==> src/dpp_pkg.sv <==
// Shared constants and types for the dual parallel port controller
package dpp_pkg;
   localparam int DW = 8;
   localparam int NPORT = 2;

   // Port modes, carried in control word bits 7:6
   localparam logic [1:0] MODE_OUT = 2'h0;
   localparam logic [1:0] MODE_IN = 2'h1;
   localparam logic [1:0] MODE_BIDIR = 2'h2;
   localparam logic [1:0] MODE_BIT = 2'h3;

   // Control word keys in the low nibble, and field positions
   localparam logic [3:0] CW_MODE_KEY = 4'hf;
   localparam logic [3:0] CW_INTCTL_KEY = 4'h7;
   localparam logic [3:0] CW_INTEN_KEY = 4'h3;
   localparam int CW_VEC_BIT = 0;
   localparam int CW_MODE_LSB = 6;
   localparam int CW_IE_BIT = 7;
   localparam int CW_LVL_BIT = 5;
   localparam int CW_MASKF_BIT = 4;

   // Return-from-interrupt opcode pair seen on the data bus
   localparam logic [7:0] IRQ_RETURN_OP_OP_PREFIX = 8'hed;
   localparam logic [7:0] IRQ_RETURN_OP_OP_CODE = 8'h4d;

   // Reset values
   localparam logic [7:0] MASK_RST = 8'hff;
   localparam logic [7:0] DIR_RST = 8'h00;
   localparam logic [7:0] VEC_RST = 8'h00;
   localparam logic [7:0] DATA_RST = 8'h00;

   // Synchroniser idle value: ce_n,cd,bsel,io_cycle_req_n_n,rd_n,m1_n,port_a_strobe_n_n,port_b_strobe_n_n,iei,d,pa,pb
   localparam int SYNC_W = 33;
   localparam logic [SYNC_W-1:0] SYNC_RST = {9'h13e, 24'h000000};

   // Fetch-strobe reset: low time in system clock periods
   localparam int CLK_PERIOD_NS = 4;
   localparam int FETCH_RST_PERIODS = 2;
   localparam int FETCH_RST_NS = FETCH_RST_PERIODS * CLK_PERIOD_NS;
   localparam int FETCH_RST_CYC = (FETCH_RST_NS + CLK_PERIOD_NS - 1) / CLK_PERIOD_NS;
   localparam logic [1:0] FETCH_RST_CNT = 2'(FETCH_RST_CYC);

   // Follow-on word expected after a control word
   typedef enum logic [1:0] {CW_IDLE, CW_DIR, CW_MASK} dpp_cw_st_t;
endpackage : dpp_pkg

==> src/dpp_port_ctrl.sv <==
// Dual 8-bit parallel port controller: host bus, two ports, interrupt chain
`timescale 1ns/1ps
// Functional notes
// - Control/data select high means control word
// - Port select low is port one
// - Register access only while chip select is low; acknowledge ignores it
// - I/O request qualifies every register access
// - Fetch plus I/O request means acknowledge
// - Data bus floats unless driving read data or an interrupt vector
// - Two 8-bit ports with strobe/ready pairs
// - Four modes; bidirectional on first port only
// - Strobe meaning follows the port mode
// - Ready output meaning follows the port mode
// - Bidirectional first port repurposes second handshake
// - Interrupt request is open drain
// - High chain input permits interrupt requests
// - Chain output feeds next lower device
// - Static state survives a stopped clock
// - Long fetch strobe with read/request high resets
// - Reset: input mode, masked, floating, ready low
// - Low chain input forces output low, no request
// - Watch bus for return opcode, end service
module dpp_port_ctrl
   import dpp_pkg::*;
(
   input wire logic i_clk,
   input wire logic i_rst,
   input wire logic i_ce_n,
   input wire logic i_cd,
   input wire logic i_bsel,
   input wire logic i_io_cycle_req_n,
   input wire logic i_rd_n,
   input wire logic i_fetch_cycle_n,
   input wire logic [DW-1:0] i_host_data_bus,
   output logic [DW-1:0] o_host_data_bus,
   output logic o_host_data_bus_oe,
   input wire logic [DW-1:0] i_port_a_lines,
   output logic [DW-1:0] o_port_a_lines,
   output logic [DW-1:0] o_port_a_lines_oe,
   input wire logic [DW-1:0] i_port_b_lines,
   output logic [DW-1:0] o_port_b_lines,
   output logic [DW-1:0] o_port_b_lines_oe,
   input wire logic i_port_a_strobe_n,
   input wire logic i_port_b_strobe_n,
   output logic o_port_a_ready,
   output logic o_port_b_ready,
   input wire logic i_chain_enable_in,
   output logic o_chain_enable_out,
   output logic o_int_n,
   output logic o_int_n_oe
);
   logic [SYNC_W-1:0] sync1_q, sync2_q;
   logic s_ce_n, s_cd, s_bsel, s_io_cycle_req_n_n, s_rd_n, s_m1_n, s_port_a_strobe_n_n, s_port_b_strobe_n_n, s_iei;
   logic [DW-1:0] s_data, s_pa, s_pb;
   logic port_a_strobe_n_prev_q, port_b_strobe_n_prev_q, m1_prev_q, acc_q, ack_q, fetch_q, irq_return_op_arm_q;
   logic a_rise, b_rise, io_sel, acc_start, wr_pulse, acc_end, ack, ack_start;
   logic fetch, fetch_end, a_bidir, soft_rst, any_svc, any_pend, int_req, vec_drive;
   logic rd_act_q, rd_port_q, rd_cd_q, grant_q;
   logic [1:0] fetch_cnt_q;
   logic [DW-1:0] op_q;
   logic [1:0] mode_q [NPORT];
   dpp_cw_st_t cw_st_q [NPORT];
   logic [DW-1:0] out_q [NPORT], dir_q [NPORT], mask_q [NPORT], vec_q [NPORT];
   logic [NPORT-1:0] cfg_q, ie_q, lvl_q, rdy_out_q, pend_q, svc_q, match_q;
   logic [NPORT-1:0] push, pop, buf_rdy, buf_vld, match, ev;
   logic [DW-1:0] buf_dat [NPORT];
   logic [DW-1:0] rd_val;

   // Every pin passes two flops before any logic reads it
   always_ff @(posedge i_clk or posedge i_rst) begin
      if (i_rst) begin
         sync1_q <= SYNC_RST;
         sync2_q <= SYNC_RST;
      end else begin
         sync1_q <= {i_ce_n, i_cd, i_bsel, i_io_cycle_req_n, i_rd_n, i_fetch_cycle_n,
                     i_port_a_strobe_n, i_port_b_strobe_n, i_chain_enable_in,
                     i_host_data_bus, i_port_a_lines, i_port_b_lines};
         sync2_q <= sync1_q;
      end
   end
   assign {s_ce_n, s_cd, s_bsel, s_io_cycle_req_n_n, s_rd_n, s_m1_n, s_port_a_strobe_n_n, s_port_b_strobe_n_n, s_iei,
           s_data, s_pa, s_pb} = sync2_q;

   // Bus cycle decode
   assign io_sel = !s_ce_n && !s_io_cycle_req_n_n && s_m1_n;
   assign acc_start = io_sel && !acc_q;
   assign acc_end = acc_q && !io_sel;
   assign wr_pulse = acc_start && s_rd_n;
   assign ack = !s_m1_n && !s_io_cycle_req_n_n;
   assign ack_start = ack && !ack_q;
   assign fetch = !s_m1_n && !s_rd_n && s_io_cycle_req_n_n;
   assign fetch_end = fetch_q && !fetch;
   assign a_rise = s_port_a_strobe_n_n && !port_a_strobe_n_prev_q;
   assign b_rise = s_port_b_strobe_n_n && !port_b_strobe_n_prev_q;
   assign a_bidir = cfg_q[0] && (mode_q[0] == MODE_BIDIR);
   // Fetch strobe held low with read and request high, released
   assign soft_rst = s_m1_n && !m1_prev_q && (fetch_cnt_q >= FETCH_RST_CNT);

   // Edge history and fetch-reset timer; all static flops, so a stopped clock keeps state
   always_ff @(posedge i_clk or posedge i_rst) begin
      if (i_rst) begin
         port_a_strobe_n_prev_q <= 1'b1;
         port_b_strobe_n_prev_q <= 1'b1;
         m1_prev_q <= 1'b1;
         acc_q <= 1'b0;
         ack_q <= 1'b0;
         fetch_q <= 1'b0;
         fetch_cnt_q <= 2'h0;
      end else begin
         port_a_strobe_n_prev_q <= s_port_a_strobe_n_n;
         port_b_strobe_n_prev_q <= s_port_b_strobe_n_n;
         m1_prev_q <= s_m1_n;
         acc_q <= io_sel;
         ack_q <= ack;
         fetch_q <= fetch;
         if (!s_m1_n && s_rd_n && s_io_cycle_req_n_n) begin
            if (fetch_cnt_q != 2'h3) begin
               fetch_cnt_q <= fetch_cnt_q + 2'h1;
            end
         end else if (s_m1_n) begin
            fetch_cnt_q <= 2'h0;
         end else begin
            fetch_cnt_q <= 2'h0;
         end
      end
   end

   // Control words and output data per port
   always_ff @(posedge i_clk or posedge i_rst) begin
      if (i_rst) begin
         for (int p = 0; p < NPORT; p++) begin
            mode_q[p] <= MODE_IN;
            cw_st_q[p] <= CW_IDLE;
            out_q[p] <= DATA_RST;
            dir_q[p] <= DIR_RST;
            mask_q[p] <= MASK_RST;
            vec_q[p] <= VEC_RST;
         end
         cfg_q <= '0;
         ie_q <= '0;
         lvl_q <= '0;
      end else if (soft_rst) begin
         for (int p = 0; p < NPORT; p++) begin
            mode_q[p] <= MODE_IN;
            cw_st_q[p] <= CW_IDLE;
            dir_q[p] <= DIR_RST;
            mask_q[p] <= MASK_RST;
         end
         cfg_q <= '0;
         ie_q <= '0;
         lvl_q <= '0;
      end else if (wr_pulse && s_cd) begin
         case (cw_st_q[s_bsel])
            CW_DIR: begin
               dir_q[s_bsel] <= s_data;
               cw_st_q[s_bsel] <= CW_IDLE;
            end
            CW_MASK: begin
               mask_q[s_bsel] <= s_data;
               cw_st_q[s_bsel] <= CW_IDLE;
            end
            default: begin
               if (!s_data[CW_VEC_BIT]) begin
                  vec_q[s_bsel] <= s_data;
               end else if (s_data[3:0] == CW_MODE_KEY) begin
                  // Second port cannot take the bidirectional mode
                  if (!(s_bsel && s_data[7:6] == MODE_BIDIR)) begin
                     mode_q[s_bsel] <= s_data[7:6];
                     cfg_q[s_bsel] <= 1'b1;
                     if (s_data[7:6] == MODE_BIT) begin
                        cw_st_q[s_bsel] <= CW_DIR;
                     end
                  end
               end else if (s_data[3:0] == CW_INTCTL_KEY) begin
                  ie_q[s_bsel] <= s_data[CW_IE_BIT];
                  lvl_q[s_bsel] <= s_data[CW_LVL_BIT];
                  if (s_data[CW_MASKF_BIT]) begin
                     cw_st_q[s_bsel] <= CW_MASK;
                  end
               end else if (s_data[3:0] == CW_INTEN_KEY) begin
                  ie_q[s_bsel] <= s_data[CW_IE_BIT];
               end
            end
         endcase
      end else if (wr_pulse) begin
         out_q[s_bsel] <= s_data;
      end
   end

   // Input capture on the strobe's trailing edge
   always_comb begin
      push[0] = cfg_q[0] && (((mode_q[0] == MODE_IN) && a_rise) || (a_bidir && b_rise));
      push[1] = cfg_q[1] && (mode_q[1] == MODE_IN) && !a_bidir && b_rise;
      pop = '0;
      pop[rd_port_q] = acc_end && rd_act_q && !rd_cd_q;
   end

   dpp_skid_buf u_buf_a (
      .i_clk(i_clk),
      .i_rst(i_rst),
      .i_clr(soft_rst),
      .i_valid(push[0]),
      .i_data(s_pa),
      .o_ready(buf_rdy[0]),
      .o_valid(buf_vld[0]),
      .o_data(buf_dat[0]),
      .i_ready(pop[0])
   );

   dpp_skid_buf u_buf_b (
      .i_clk(i_clk),
      .i_rst(i_rst),
      .i_clr(soft_rst),
      .i_valid(push[1]),
      .i_data(s_pb),
      .o_ready(buf_rdy[1]),
      .o_valid(buf_vld[1]),
      .o_data(buf_dat[1]),
      .i_ready(pop[1])
   );

   // Bit-mode match and per-port interrupt events
   always_comb begin
      for (int p = 0; p < NPORT; p++) begin
         match[p] = cfg_q[p] && (mode_q[p] == MODE_BIT) &&
                    (|(~mask_q[p] & dir_q[p] & ((p == 0 ? s_pa : s_pb) ^~ {DW{lvl_q[p]}})));
      end
      ev[0] = push[0] || (match[0] && !match_q[0]) ||
              (cfg_q[0] && (mode_q[0] == MODE_OUT || a_bidir) && a_rise);
      ev[1] = push[1] || (match[1] && !match_q[1]) ||
              (cfg_q[1] && (mode_q[1] == MODE_OUT) && !a_bidir && b_rise);
   end

   // Output-side ready: set by a data write, dropped when the peripheral takes it
   always_ff @(posedge i_clk or posedge i_rst) begin
      if (i_rst) begin
         rdy_out_q <= '0;
         match_q <= '0;
      end else if (soft_rst) begin
         rdy_out_q <= '0;
         match_q <= '0;
      end else begin
         match_q <= match;
         for (int p = 0; p < NPORT; p++) begin
            // New data wins over a same-cycle strobe
            if (wr_pulse && !s_cd && (s_bsel == 1'(p))) begin
               rdy_out_q[p] <= 1'b1;
            end else if ((p == 0 ? a_rise : (b_rise && !a_bidir))) begin
               rdy_out_q[p] <= 1'b0;
            end
         end
      end
   end

   // Daisy chain request and service
   assign any_svc = |svc_q;
   assign any_pend = |pend_q;
   assign int_req = s_iei && !any_svc && any_pend;
   assign vec_drive = ack_start && int_req;

   always_ff @(posedge i_clk or posedge i_rst) begin
      if (i_rst) begin
         pend_q <= '0;
         svc_q <= '0;
         grant_q <= 1'b0;
         irq_return_op_arm_q <= 1'b0;
         op_q <= DATA_RST;
      end else if (soft_rst) begin
         pend_q <= '0;
         svc_q <= '0;
         grant_q <= 1'b0;
         irq_return_op_arm_q <= 1'b0;
      end else begin
         for (int p = 0; p < NPORT; p++) begin
            // A fresh event wins over the acknowledge clear
            if (ev[p] && ie_q[p]) begin
               pend_q[p] <= 1'b1;
            end else if (vec_drive && (pend_q[0] ? (p == 0) : (p == 1))) begin
               pend_q[p] <= 1'b0;
            end
         end
         if (vec_drive) begin
            svc_q[pend_q[0] ? 0 : 1] <= 1'b1;
            grant_q <= 1'b1;
         end else if (!ack) begin
            grant_q <= 1'b0;
         end
         if (fetch) begin
            op_q <= s_data;
         end
         // Opcode pair decode; only the device with chain input high reacts
         if (fetch_end) begin
            irq_return_op_arm_q <= (op_q == IRQ_RETURN_OP_OP_PREFIX);
            if (irq_return_op_arm_q && (op_q == IRQ_RETURN_OP_OP_CODE) && s_iei) begin
               if (svc_q[0]) begin
                  svc_q[0] <= 1'b0;
               end else begin
                  svc_q[1] <= 1'b0;
               end
            end
         end
      end
   end

   // Read data selection
   always_comb begin
      if (s_cd) begin
         rd_val = {2'h0, svc_q[s_bsel], pend_q[s_bsel], rdy_out_q[s_bsel],
                   ie_q[s_bsel], mode_q[s_bsel]};
      end else begin
         case (mode_q[s_bsel])
            MODE_OUT: rd_val = out_q[s_bsel];
            MODE_BIT: rd_val = ((s_bsel ? s_pb : s_pa) & dir_q[s_bsel]) |
                               (out_q[s_bsel] & ~dir_q[s_bsel]);
            default: rd_val = buf_dat[s_bsel];
         endcase
      end
   end

   // Host data bus: drive only for a selected read or a vector
   always_ff @(posedge i_clk or posedge i_rst) begin
      if (i_rst) begin
         o_host_data_bus <= DATA_RST;
         o_host_data_bus_oe <= 1'b0;
         rd_act_q <= 1'b0;
         rd_port_q <= 1'b0;
         rd_cd_q <= 1'b0;
      end else begin
         if (vec_drive) begin
            o_host_data_bus <= vec_q[pend_q[0] ? 0 : 1];
         end else if (io_sel && !s_rd_n) begin
            o_host_data_bus <= rd_val;
         end
         o_host_data_bus_oe <= (io_sel && !s_rd_n) || vec_drive || (grant_q && ack);
         if (acc_start) begin
            rd_act_q <= !s_rd_n;
            rd_port_q <= s_bsel;
            rd_cd_q <= s_cd;
         end
      end
   end

   // Port pins, ready lines and chain outputs, all registered
   always_ff @(posedge i_clk or posedge i_rst) begin
      if (i_rst) begin
         o_port_a_lines <= DATA_RST;
         o_port_b_lines <= DATA_RST;
         o_port_a_lines_oe <= '0;
         o_port_b_lines_oe <= '0;
         o_port_a_ready <= 1'b0;
         o_port_b_ready <= 1'b0;
         o_chain_enable_out <= 1'b0;
         o_int_n <= 1'b1;
         o_int_n_oe <= 1'b0;
      end else begin
         o_port_a_lines <= out_q[0];
         o_port_b_lines <= out_q[1];
         if (!cfg_q[0] || soft_rst) begin
            o_port_a_lines_oe <= '0;
            o_port_a_ready <= 1'b0;
         end else begin
            case (mode_q[0])
               MODE_OUT: o_port_a_lines_oe <= '1;
               MODE_BIDIR: o_port_a_lines_oe <= {DW{!s_port_a_strobe_n_n}};
               MODE_BIT: o_port_a_lines_oe <= ~dir_q[0];
               default: o_port_a_lines_oe <= '0;
            endcase
            o_port_a_ready <= (mode_q[0] == MODE_IN) ? buf_rdy[0] :
                              (mode_q[0] != MODE_BIT) && rdy_out_q[0];
         end
         if (a_bidir && !soft_rst) begin
            o_port_b_ready <= buf_rdy[0];
         end else if (!cfg_q[1] || soft_rst) begin
            o_port_b_ready <= 1'b0;
         end else begin
            o_port_b_ready <= (mode_q[1] == MODE_IN) ? buf_rdy[1] :
                              (mode_q[1] == MODE_OUT) && rdy_out_q[1];
         end
         if (!cfg_q[1] || soft_rst) begin
            o_port_b_lines_oe <= '0;
         end else begin
            case (mode_q[1])
               MODE_OUT: o_port_b_lines_oe <= '1;
               MODE_BIT: o_port_b_lines_oe <= ~dir_q[1];
               default: o_port_b_lines_oe <= '0;
            endcase
         end
         o_chain_enable_out <= s_iei && !any_svc && !any_pend;
         // Open drain: pull low or release, never drive high
         o_int_n <= 1'b0;
         o_int_n_oe <= int_req;
      end
   end
endmodule : dpp_port_ctrl

==> src/dpp_skid_buf.sv <==
// Two-entry input buffer with valid/ready on both sides
`timescale 1ns/1ps
module dpp_skid_buf
   import dpp_pkg::*;
(
   input wire logic i_clk,
   input wire logic i_rst,
   input wire logic i_clr,
   input wire logic i_valid,
   input wire logic [DW-1:0] i_data,
   output logic o_ready,
   output logic o_valid,
   output logic [DW-1:0] o_data,
   input wire logic i_ready
);
   logic [DW-1:0] mem_q [2];
   logic wr_ptr_q;
   logic rd_ptr_q;
   logic [1:0] cnt_q;
   logic push;
   logic pop;

   // Full and empty straight from the occupancy count
   assign o_ready = (cnt_q != 2'h2);
   assign o_valid = (cnt_q != 2'h0);
   assign o_data = mem_q[rd_ptr_q];
   assign push = i_valid && o_ready;
   assign pop = o_valid && i_ready;

   // Storage needs no reset; count and pointers do
   always_ff @(posedge i_clk) begin
      if (push) begin
         mem_q[wr_ptr_q] <= i_data;
      end
   end

   // Pointer and count update
   always_ff @(posedge i_clk or posedge i_rst) begin
      if (i_rst) begin
         wr_ptr_q <= 1'b0;
         rd_ptr_q <= 1'b0;
         cnt_q <= 2'h0;
      end else if (i_clr) begin
         wr_ptr_q <= 1'b0;
         rd_ptr_q <= 1'b0;
         cnt_q <= 2'h0;
      end else begin
         if (push) begin
            wr_ptr_q <= ~wr_ptr_q;
         end
         if (pop) begin
            rd_ptr_q <= ~rd_ptr_q;
         end
         case ({push, pop})
            2'b10: cnt_q <= cnt_q + 2'h1;
            2'b01: cnt_q <= cnt_q - 2'h1;
            default: cnt_q <= cnt_q;
         endcase
      end
   end
endmodule : dpp_skid_buf

==> config.mk <==
export PLATFORM = sky130hd
export DESIGN_NAME = dpp_port_ctrl
export DESIGN_NICKNAME = d
export VERILOG_FILES = /design/src/dpp_pkg.sv /design/src/dpp_port_ctrl.sv /design/src/dpp_skid_buf.sv
export SDC_FILE = /design/constraint.sdc
export NUM_CORES = 1
export LEC_CHECK = 0
export BUFFER_PORTS_ARGS = -buffer_cell sky130_fd_sc_hd__buf_4
export CORE_MARGIN = 3
export CORE_UTILIZATION = 40
export CTS_BUF_LIST = sky130_fd_sc_hd__clkbuf_8 sky130_fd_sc_hd__clkbuf_16
export DETAILED_ROUTE_END_ITERATION = 10
export PLACE_DENSITY = 0.57
export SLEW_MARGIN = 5
export SYNTH_ARGS = -nofsm -noshare
export SYNTH_HDL_FRONTEND = slang
export SYNTH_HIERARCHICAL = 1
export SYNTH_SLANG_ARGS = --single-unit
==> constraint.sdc <==
create_clock -name i_clk -period 8.68 [get_ports i_clk]
set_clock_uncertainty 0.05 [all_clocks]
set_input_delay 0.434 -clock i_clk [delete_from_list [all_inputs] [get_ports i_clk]]
set_output_delay 0.434 -clock i_clk [all_outputs]
set_load 0.01 [all_outputs]
==> flow_metrics.env, run 1 <==
export IMPL_crit_chain="buf_4, mux2_2, inv_1, ha_1, a211oi_1, a2111oi_0, o22a_1"
export IMPL_finalSetupViolCount=0
export IMPL_drive_gt1_share_pct=25.5
export IMPL_leakagePower_nw=5.60
export IMPL_htreeDepth=1
export IMPL_finalSetupTns_ns=0
export IMPL_grt_setup_unrepaired="no"
export IMPL_nets=1002
export IMPL_drtPass1Iterations=5
export IMPL_avgSynthCellArea_um2=12.4
export IMPL_ios=81
export IMPL_cts_tree="yes"
export IMPL_drc_errors=0
export IMPL_drv_cap=0
export IMPL_syn_area_mm2=0.0106
export IMPL_max_stage_delay_ns=0.76
export IMPL_worstSetupEndpointType="flop"
export IMPL_clock_sinks=259
export IMPL_clock_root_buffer="clkbuf_16"
export IMPL_area_growth_synth_to_final_pct=20.4
export IMPL_grt_max_degree=116
export IMPL_finish_utilization_pct=49.0
export IMPL_worstPathArrival_ns=3.37
export IMPL_die_x_um=169
export IMPL_diodes=0
export IMPL_crit_family="compound AO/OA/AOI/OAI gates"
export IMPL_syn_nets=903
export IMPL_detail_route_antenna_nets=0
export IMPL_insertion_delay_ns=0.54
export IMPL_slowest_stage="a2111oi_0"
export IMPL_path_class="reg2reg"
export IMPL_dp_cells=1229
export IMPL_slew_violations=0
export IMPL_core_area_mm2=0.0261
export IMPL_peakVddDrop_mv=0.150
export IMPL_post_drt_wl_per_cell_um=20.9
export IMPL_routed_wl_mm=27.5
export IMPL_grt_remaining_overflow=0
export IMPL_fin_crit_ns=2.94
export IMPL_drt_iter0_drc=525
export IMPL_slew_headroom_pct=36.7
export IMPL_start_util_pct=40.7
export IMPL_fmax_mhz=340
export IMPL_grt_pass1_vias=6900
export IMPL_critPathLaunchType="flop"
export IMPL_max_slew_worst_pin_slew_ns=0.926
export IMPL_placementRows=59
export IMPL_postCtsHoldBufs=34
export IMPL_fin_crit_sh_pct=33.9
export IMPL_hold_violations=0
export IMPL_min_path_type="reg2reg"
export IMPL_track_usage_pct=19.1
export IMPL_antenna_found_initial=0
export IMPL_place_area_mm2=0.0115
export IMPL_powerDensity_mw_per_mm2=239
export IMPL_cts_setup_buffers=0
export IMPL_clk_pin_slew_ns=0.06
export IMPL_port_buffers=80
export IMPL_whs_ns=0.295
export IMPL_crit_required_ns=9.11
export IMPL_hpwl_mm=18.7
export IMPL_vias_per_cell=5.35
export IMPL_layout_cells_non_filler=1314
export IMPL_cts_resized=0
export IMPL_finish_instance_area_mm2=0.0128
export IMPL_gp_congestion=0.902
export IMPL_grt_pass1_wl_mm=42.2
export IMPL_clockBufferDepth=3
export IMPL_cts_buffers=28
export IMPL_via_count=7027
export IMPL_die_area_mm2=0.0285
export IMPL_ys_warn_count=6
export IMPL_die_h_um=169
export IMPL_syn_inst=859
export IMPL_status="completed"
export IMPL_critPathBufInv=2
export IMPL_path_max_fanout=31
state kept, by name, summed over array words and instances (netlist names), 8 cells and up:
signal and count:
sync2_q 33, u_buf_a/mem_q 16, mask_q 16, u_buf_b/mem_q 16, vec_q 16, o_port_a_lines 8, o_port_a_lines_oe 8, o_host_data_bus 8
dir_q 16, op_q 8, o_port_b_lines 8, sync1_q 33, out_q 16, o_port_b_lines_oe 8
worst paths after layout:
check                      slack (ns)        start            endpoint  cells past startpoint
max                              5.74  sync2_q[30]  o_host_data_bus[2]                      7
min                              0.30  sync1_q[20]         sync2_q[20]                      0
max reg2reg                      5.74  sync2_q[30]  o_host_data_bus[2]                      7
min reg2reg                      0.30  sync1_q[20]         sync2_q[20]                      0
max in group asynchronous        6.79        i_rst      fetch_cnt_q[0]                      4
min in group asynchronous        0.32        i_rst    u_buf_a/wr_ptr_q                      3
stage by stage:
stage / power [mW] / setup WS (ns)
global route: 3.18 / 5.74
CTS: 3.08 / 5.89
finish: 3.06 / 5.74
detailed placement: 1.81 / 5.88
floorplan: 1.66 / 2.26
global placement: 1.81 / 5.87
cell usage in the layout, fill, tap and decap left out, drive strengths merged, types with 10 or more instances in the layout:
master,instances
mux2i,30
inv,38
a21oi,74
nor2,61
xor2,17
nand2b,10
edfxtp,32
dfrtp,193
clkbuf,36
and3,14
mux2,68
nand2,47
dfstp,34
o22ai,10
nor3,12
nand3,32
buf,85
o21ai,22
nor3b,10
dlygate4sd3,34
final cells by class:
type / instances / area [um2]
Clock buffer: 36 / 833
Sequential cell: 259 / 6680
Tap cell: 335 / 419
Clock inverter: 15 / 155
Multi-Input combinational cell: 517 / 3580
Timing Repair Buffer: 119 / 978
Fill cell: 2332 / 13300
Inverter: 33 / 131
per-layer routing:
metal / track usage, % / vias up / share of wire [%]
met1: 28.9 / 3521 / 48
met5: 0 / - / 0
met3: 2.36 / 60 / 5.1
met2: 28.8 / 213 / 44
li1: - / 3233 / -
met4: 5.80 / 0 / 3.1
power breakdown:
part           switching, mW  total, mW  leakage (nW)  internal, mW
combinational          0.170      0.333          1.98         0.162
sequential             0.119       1.48          3.11          1.36
clock                  0.485       1.25         0.502         0.763
No activity file was read; power rests on OpenSTA's default activity.
==> run 2, diff against run 1 <==
--- a/config.mk
+++ b/config.mk
@@ -5,12 +5,13 @@
 export SDC_FILE = /design/constraint.sdc
 export NUM_CORES = 1
 export LEC_CHECK = 0
+export ABC_AREA = 1
 export BUFFER_PORTS_ARGS = -buffer_cell sky130_fd_sc_hd__buf_4
 export CORE_MARGIN = 3
 export CORE_UTILIZATION = 40
 export CTS_BUF_LIST = sky130_fd_sc_hd__clkbuf_8 sky130_fd_sc_hd__clkbuf_16
 export DETAILED_ROUTE_END_ITERATION = 10
-export PLACE_DENSITY = 0.57
+export PLACE_DENSITY = 0.59
 export SLEW_MARGIN = 5
 export SYNTH_ARGS = -nofsm -noshare
 export SYNTH_HDL_FRONTEND = slang
==> constraint.sdc (replaced) <==
create_clock -name i_clk -period 2.4 [get_ports i_clk]
set_clock_uncertainty 0.05 [all_clocks]
set_input_delay 0.12 -clock i_clk [delete_from_list [all_inputs] [get_ports i_clk]]
set_output_delay 0.12 -clock i_clk [all_outputs]
set_load 0.01 [all_outputs]
==> flow_metrics.env, run 2 <==
export IMPL_status="completed"
export IMPL_die_area_mm2=0.0289
export IMPL_drtPass1Iterations=5
export IMPL_max_stage_delay_ns=0.39
export IMPL_core_area_mm2=0.0263
export IMPL_path_class="reg2reg"
export IMPL_die_x_um=170
export IMPL_antenna_found_initial=0
export IMPL_drc_errors=0
export IMPL_final_cell_mix="239 x nand2_1, 192 x dfrtp_1, 120 x inv_1"
export IMPL_syn_nets=1148
export IMPL_finish_instance_area_mm2=0.0133
export IMPL_grt_pass1_vias=7854
export IMPL_crit_required_ns=2.74
export IMPL_clockBufferDepth=3
export IMPL_nets=1287
export IMPL_place_area_mm2=0.0119
export IMPL_syn_area_mm2=0.0108
export IMPL_max_slew_worst_pin_slew_ns=0.614
export IMPL_cts_buffers=29
export IMPL_clock_sinks=259
export IMPL_grt_pass1_wl_mm=44.0
export IMPL_critPathLaunchType="flop"
export IMPL_drv_cap=0
export IMPL_fin_crit_sh_pct=90.2
export IMPL_grt_remaining_overflow=0
export IMPL_critPathBufInv=3
export IMPL_post_drt_wl_per_cell_um=17.5
export IMPL_drt_iter0_drc=578
export IMPL_syn_inst=1104
export IMPL_via_count=7980
export IMPL_start_util_pct=41.0
export IMPL_reg_top3="sync1_q: 33 flops, sync2_q: 33 flops"
export IMPL_routed_wl_mm=28.0
export IMPL_fillers=2448
export IMPL_place_ws_ns=0.0486
export IMPL_worstPathArrival_ns=2.51
export IMPL_whs_ns=0.0844
export IMPL_crit_family="simple AND/OR/NAND/NOR gates"
export IMPL_slew_headroom_pct=59.0
export IMPL_fmax_mhz=462
export IMPL_r2r_setup_slack_ns=0.23
export IMPL_powerDensity_mw_per_mm2=855
export IMPL_cts_tree="yes"
export IMPL_finalPower_mw=11.4
export IMPL_vias_per_cell=4.98
export IMPL_leakagePower_nw=6.23
export IMPL_area_growth_synth_to_final_pct=23.4
export IMPL_fin_ws_ns=0.235
export IMPL_htreeDepth=1
export IMPL_ys_warn_count=6
export IMPL_finish_utilization_pct=50.6
export IMPL_die_h_um=170
export IMPL_crit_chain="inv_1, ha_1, o21ai_2, buf_4, nand2_4, inv_2, nand2_1, nand2_1, o21ai_0"
export IMPL_grt_max_degree=58
export IMPL_port_buffers=80
export IMPL_ios=81
export IMPL_gp_congestion=0.904
export IMPL_placementRows=59
export IMPL_track_usage_pct=19.5
export IMPL_insertion_delay_ns=0.54
export IMPL_finalSetupTns_ns=0
export IMPL_avgSynthCellArea_um2=9.76
export IMPL_peakVddDrop_mv=0.442
export IMPL_slew_violations=0
export IMPL_layout_cells_non_filler=1601
export IMPL_min_path_type="in2async"
export IMPL_fin_crit_ns=2.17
export IMPL_diodes=0
export IMPL_finalSetupViolCount=0
export IMPL_path_max_fanout=19
export IMPL_clock_root_buffer="clkbuf_16"
export IMPL_grt_setup_unrepaired="no"
export IMPL_final_common_cell="nand2_1"
export IMPL_cp_common_cell="nand2_1"
export IMPL_hold_violations=0
export IMPL_worstSetupEndpointType="flop"
export IMPL_slowest_stage="nand2_1"
export IMPL_drive_gt1_share_pct=19.8
export IMPL_hpwl_mm=20.1
export IMPL_dp_cells=1510
export IMPL_detail_route_antenna_nets=0
export IMPL_clk_pin_slew_ns=0.06
## run 2: cell type report
cell class | count | area, um2 | area share (%)
well taps | 335 | 419 | 3.15
clock inverters | 17 | 179 | 1.35
inverters | 125 | 477 | 3.59
flip-flops and latches | 259 | 6690 | 50.3
clock buffers | 37 | 858 | 6.46
repair buffers | 139 | 1210 | 9.08
multi-input cells | 689 | 3460 | 26.1
## run 2: power breakdown
group | switching (mW) | total (mW) | internal [mW] | leakage, nW
sequential | 0.382 | 5.33 | 4.94 | 3.03
clock | 1.78 | 4.63 | 2.85 | 0.510
combinational | 0.799 | 1.40 | 0.604 | 2.69
total | 2.96 | 11.4 | 8.40 | 6.23
## run 2: per-layer routing
layer,vias to the layer above,track usage (%),routed length [um],part of all wire (%)
li1,3862,-,-,-
met1,3860,28.0,12800,46
met2,208,31.3,12900,46
met3,50,2.95,1510,5.4
met4,0,5.15,725,2.6
met5,-,0,0,0
## run 2: repair_timing
action,4_1_cts,5_1_grt
endpoints found under the setup margin,0,23
resized for setup,0,8
hold buffers,35,0
buffers inserted,0,2
endpoints found under the hold margin,197,0
## run 2: worst min-delay path, delay by kind of cell
kind / cells / cell delay, ns
buffers and inverters: 3 / 0.94
## run 2: final timing paths
check,cells past startpoint,startpoint,to
max,9,fetch_cnt_q[0],out_q[5]
min,3,i_rst,o_host_data_bus[5]
max reg2reg,9,fetch_cnt_q[0],out_q[5]
min reg2reg,0,sync1_q[24],sync2_q[24]
max in group asynchronous,5,i_rst,sync2_q[30]
min in group i_clk,2,i_host_data_bus[6],sync1_q[22]
==> run 3, diff against run 2 <==
--- a/config.mk
+++ b/config.mk
@@ -8,10 +8,9 @@
 export ABC_AREA = 1
 export BUFFER_PORTS_ARGS = -buffer_cell sky130_fd_sc_hd__buf_4
 export CORE_MARGIN = 3
-export CORE_UTILIZATION = 40
-export CTS_BUF_LIST = sky130_fd_sc_hd__clkbuf_8 sky130_fd_sc_hd__clkbuf_16
+export CORE_UTILIZATION = 55
 export DETAILED_ROUTE_END_ITERATION = 10
-export PLACE_DENSITY = 0.59
+export PLACE_DENSITY = 0.74
 export SLEW_MARGIN = 5
 export SYNTH_ARGS = -nofsm -noshare
 export SYNTH_HDL_FRONTEND = slang
==> constraint.sdc (replaced) <==
create_clock -name i_clk -period 2 [get_ports i_clk]
set_clock_uncertainty 0.05 [all_clocks]
set_input_delay 0.1 -clock i_clk [delete_from_list [all_inputs] [get_ports i_clk]]
set_output_delay 0.1 -clock i_clk [all_outputs]
set_load 0.01 [all_outputs]
==> flow_metrics.env, run 3 (synthesis gave the netlist of run 2 again) <==
export IMPL_status="completed"
export IMPL_port_buffers=80
export IMPL_grt_remaining_overflow=0
export IMPL_path_class="reg2reg"
export IMPL_crit_chain="inv_1, ha_2, o21ai_4, clkinv_4, buf_6, a21oi_4, nor2_4, buf_4, nor2_2, a21oi_2"
export IMPL_grt_max_degree=58
export IMPL_multiInputGateArea_mm2=0.00364
export IMPL_slew_headroom_pct=65.2
export IMPL_slew_violations=0
export IMPL_drc_errors=0
export IMPL_clock_sinks=259
export IMPL_clockBufferDepth=3
export IMPL_drive_gt1_share_pct=24.9
export IMPL_core_area_mm2=0.0190
export IMPL_post_drt_wl_per_cell_um=18.4
export IMPL_cts_tree="yes"
export IMPL_die_area_mm2=0.0213
export IMPL_leakagePower_nw=6.39
export IMPL_dp_cells=1455
export IMPL_path_max_fanout=6
export IMPL_fin_crit_sh_pct=99.2
export IMPL_detail_route_antenna_nets=0
export IMPL_powerDensity_mw_per_mm2=993
export IMPL_via_count=8506
export IMPL_hold_violations=0
export IMPL_critPathLaunchType="flop"
export IMPL_finalSetupViolCount=0
export IMPL_drtPass1Iterations=6
export IMPL_track_usage_pct=26.6
export IMPL_drv_cap=0
export IMPL_die_h_um=146
export IMPL_final_cell_mix="236 x nand2_1, 191 x dfrtp_1, 122 x buf_4"
export IMPL_finalSetupTns_ns=0
export IMPL_finalPower_mw=13.5
export IMPL_timing_rr_start="fetch_cnt_q[0]"
export IMPL_max_slew_worst_pin_slew_ns=0.518
export IMPL_peakVddDrop_mv=0.612
export IMPL_min_path_type="in2async"
export IMPL_area_growth_synth_to_final_pct=26.6
export IMPL_grt_setup_unrepaired="yes"
export IMPL_hpwl_mm=19.6
export IMPL_grt_pass1_vias=8121
export IMPL_whs_ns=0.144
export IMPL_fin_crit_ns=1.98
export IMPL_crit_required_ns=2.40
export IMPL_drt_iter0_drc=899
export IMPL_insertion_delay_ns=0.54
export IMPL_start_util_pct=56.8
export IMPL_cp_startpoint="fetch_cnt_q[0]"
export IMPL_finish_utilization_pct=71.9
export IMPL_final_common_cell="nand2_1"
export IMPL_gp_congestion=0.960
export IMPL_seq_area_mm2=0.00669
export IMPL_clock_root_buffer="clkbuf_16"
export IMPL_diodes=0
export IMPL_antenna_found_initial=0
export IMPL_fillers=1393
export IMPL_placementRows=50
export IMPL_critPathBufInv=4
export IMPL_fmax_mhz=504
export IMPL_worstSetupEndpointType="flop"
export IMPL_worstPathArrival_ns=2.39
export IMPL_slowest_stage="dfrtp_1"
export IMPL_cts_buffers=27
export IMPL_clk_pin_slew_ns=0.06
export IMPL_routed_wl_mm=28.7
export IMPL_ios=81
export IMPL_crit_family="buffers and inverters"
export IMPL_die_x_um=146
export IMPL_vias_per_cell=5.46
export IMPL_max_stage_delay_ns=0.39
export IMPL_htreeDepth=1
export IMPL_reg_top3="sync1_q: 33 flops, sync2_q: 33 flops"
export IMPL_grt_pass1_wl_mm=44.7
export IMPL_nets=1321
export IMPL_layout_cells_non_filler=1558
==> run 3: changes by cell type in the layout (fill, tap and decap cells not counted), moves of 4 or more <==
cell	change
buf_12	+4
a21oi_1	-8
buf_4	+24
o21ai_0	-13
nor2_4	+8
o21ai_1	+11
inv_1	-7
a21oi_2	+8
nor2_1	-18
nor2_2	+10
clkbuf_16	-4
buf_6	+5
==> run 3: cell type report <==
class	count	area share (%)
sequential	259	49.0
multi-input combinational	690	26.7
timing repair buffer	172	11.2
clock buffer	35	5.61
inverter	125	3.55
tap	260	2.39
clock inverter	15	1.45
timing repair inverter	2	0.0917
==> run 3: timing repair <==
action	4_1_cts	5_1_grt
gates cloned	0	4
setup endpoints to repair	25	101
pin swaps	0	9
endpoints found under the hold margin	186	0
hold buffers	35	0
setup buffers	0	14
gates resized for setup	4	60
==> run 3: stage by stage <==
| stage | setup WS [ns] | cell area [um2] |
|---|---|---|
| after floorplan | -0.976 | 10800 |
| after global placement | -0.0371 | 11900 |
| after detailed placement | -0.138 | 11900 |
| after CTS | -0.0192 | 13300 |
| after global routing | -0.0531 | 13600 |
| final | 0.0166 | 13600 |
==> run 3: worst paths after layout <==
kind,end,slack (ns),depth (start not counted)
worst max-delay path,mask_q[4],0.02,10
worst min register to register,sync2_q[13],0.29,0
max in group asynchronous,sync2_q[29],1.09,4
worst max register to register,mask_q[4],0.02,10
worst min-delay path,sync1_q[10],0.14,3
min in group i_clk,sync1_q[18],0.16,2
==> run 3: where the power goes <==
part / internal [mW] / switching, mW / leakage, nW
registers: 5.93 / 0.434 / 3.03
logic: 0.793 / 1.04 / 2.89
clock network: 3.23 / 2.11 / 0.470
total: 9.96 / 3.58 / 6.39
==> run 3: layer usage <==
layer	up-vias	GRT usage, %	routed length (um)	part of all wire, %
met3	69	6.23	2760	9.6
li1	3937	-	-	-
met1	4087	38.2	11800	41
met2	413	40.3	13200	46
met5	-	0	0	0
met4	0	9.54	1030	3.6
==> run 3: worst reg2reg max path, delay by kind of cell (launching register included) <==
| family | cells | cell delay, ns |
|---|---|---|
| buffers and inverters | 4 | 0.56 |
| AO/OA/AOI/OAI | 3 | 0.52 |
| flip-flops | 1 | 0.39 |
| adder cells (fa/ha/maj) | 1 | 0.20 |
| AND/OR/NAND/NOR | 2 | 0.19 |
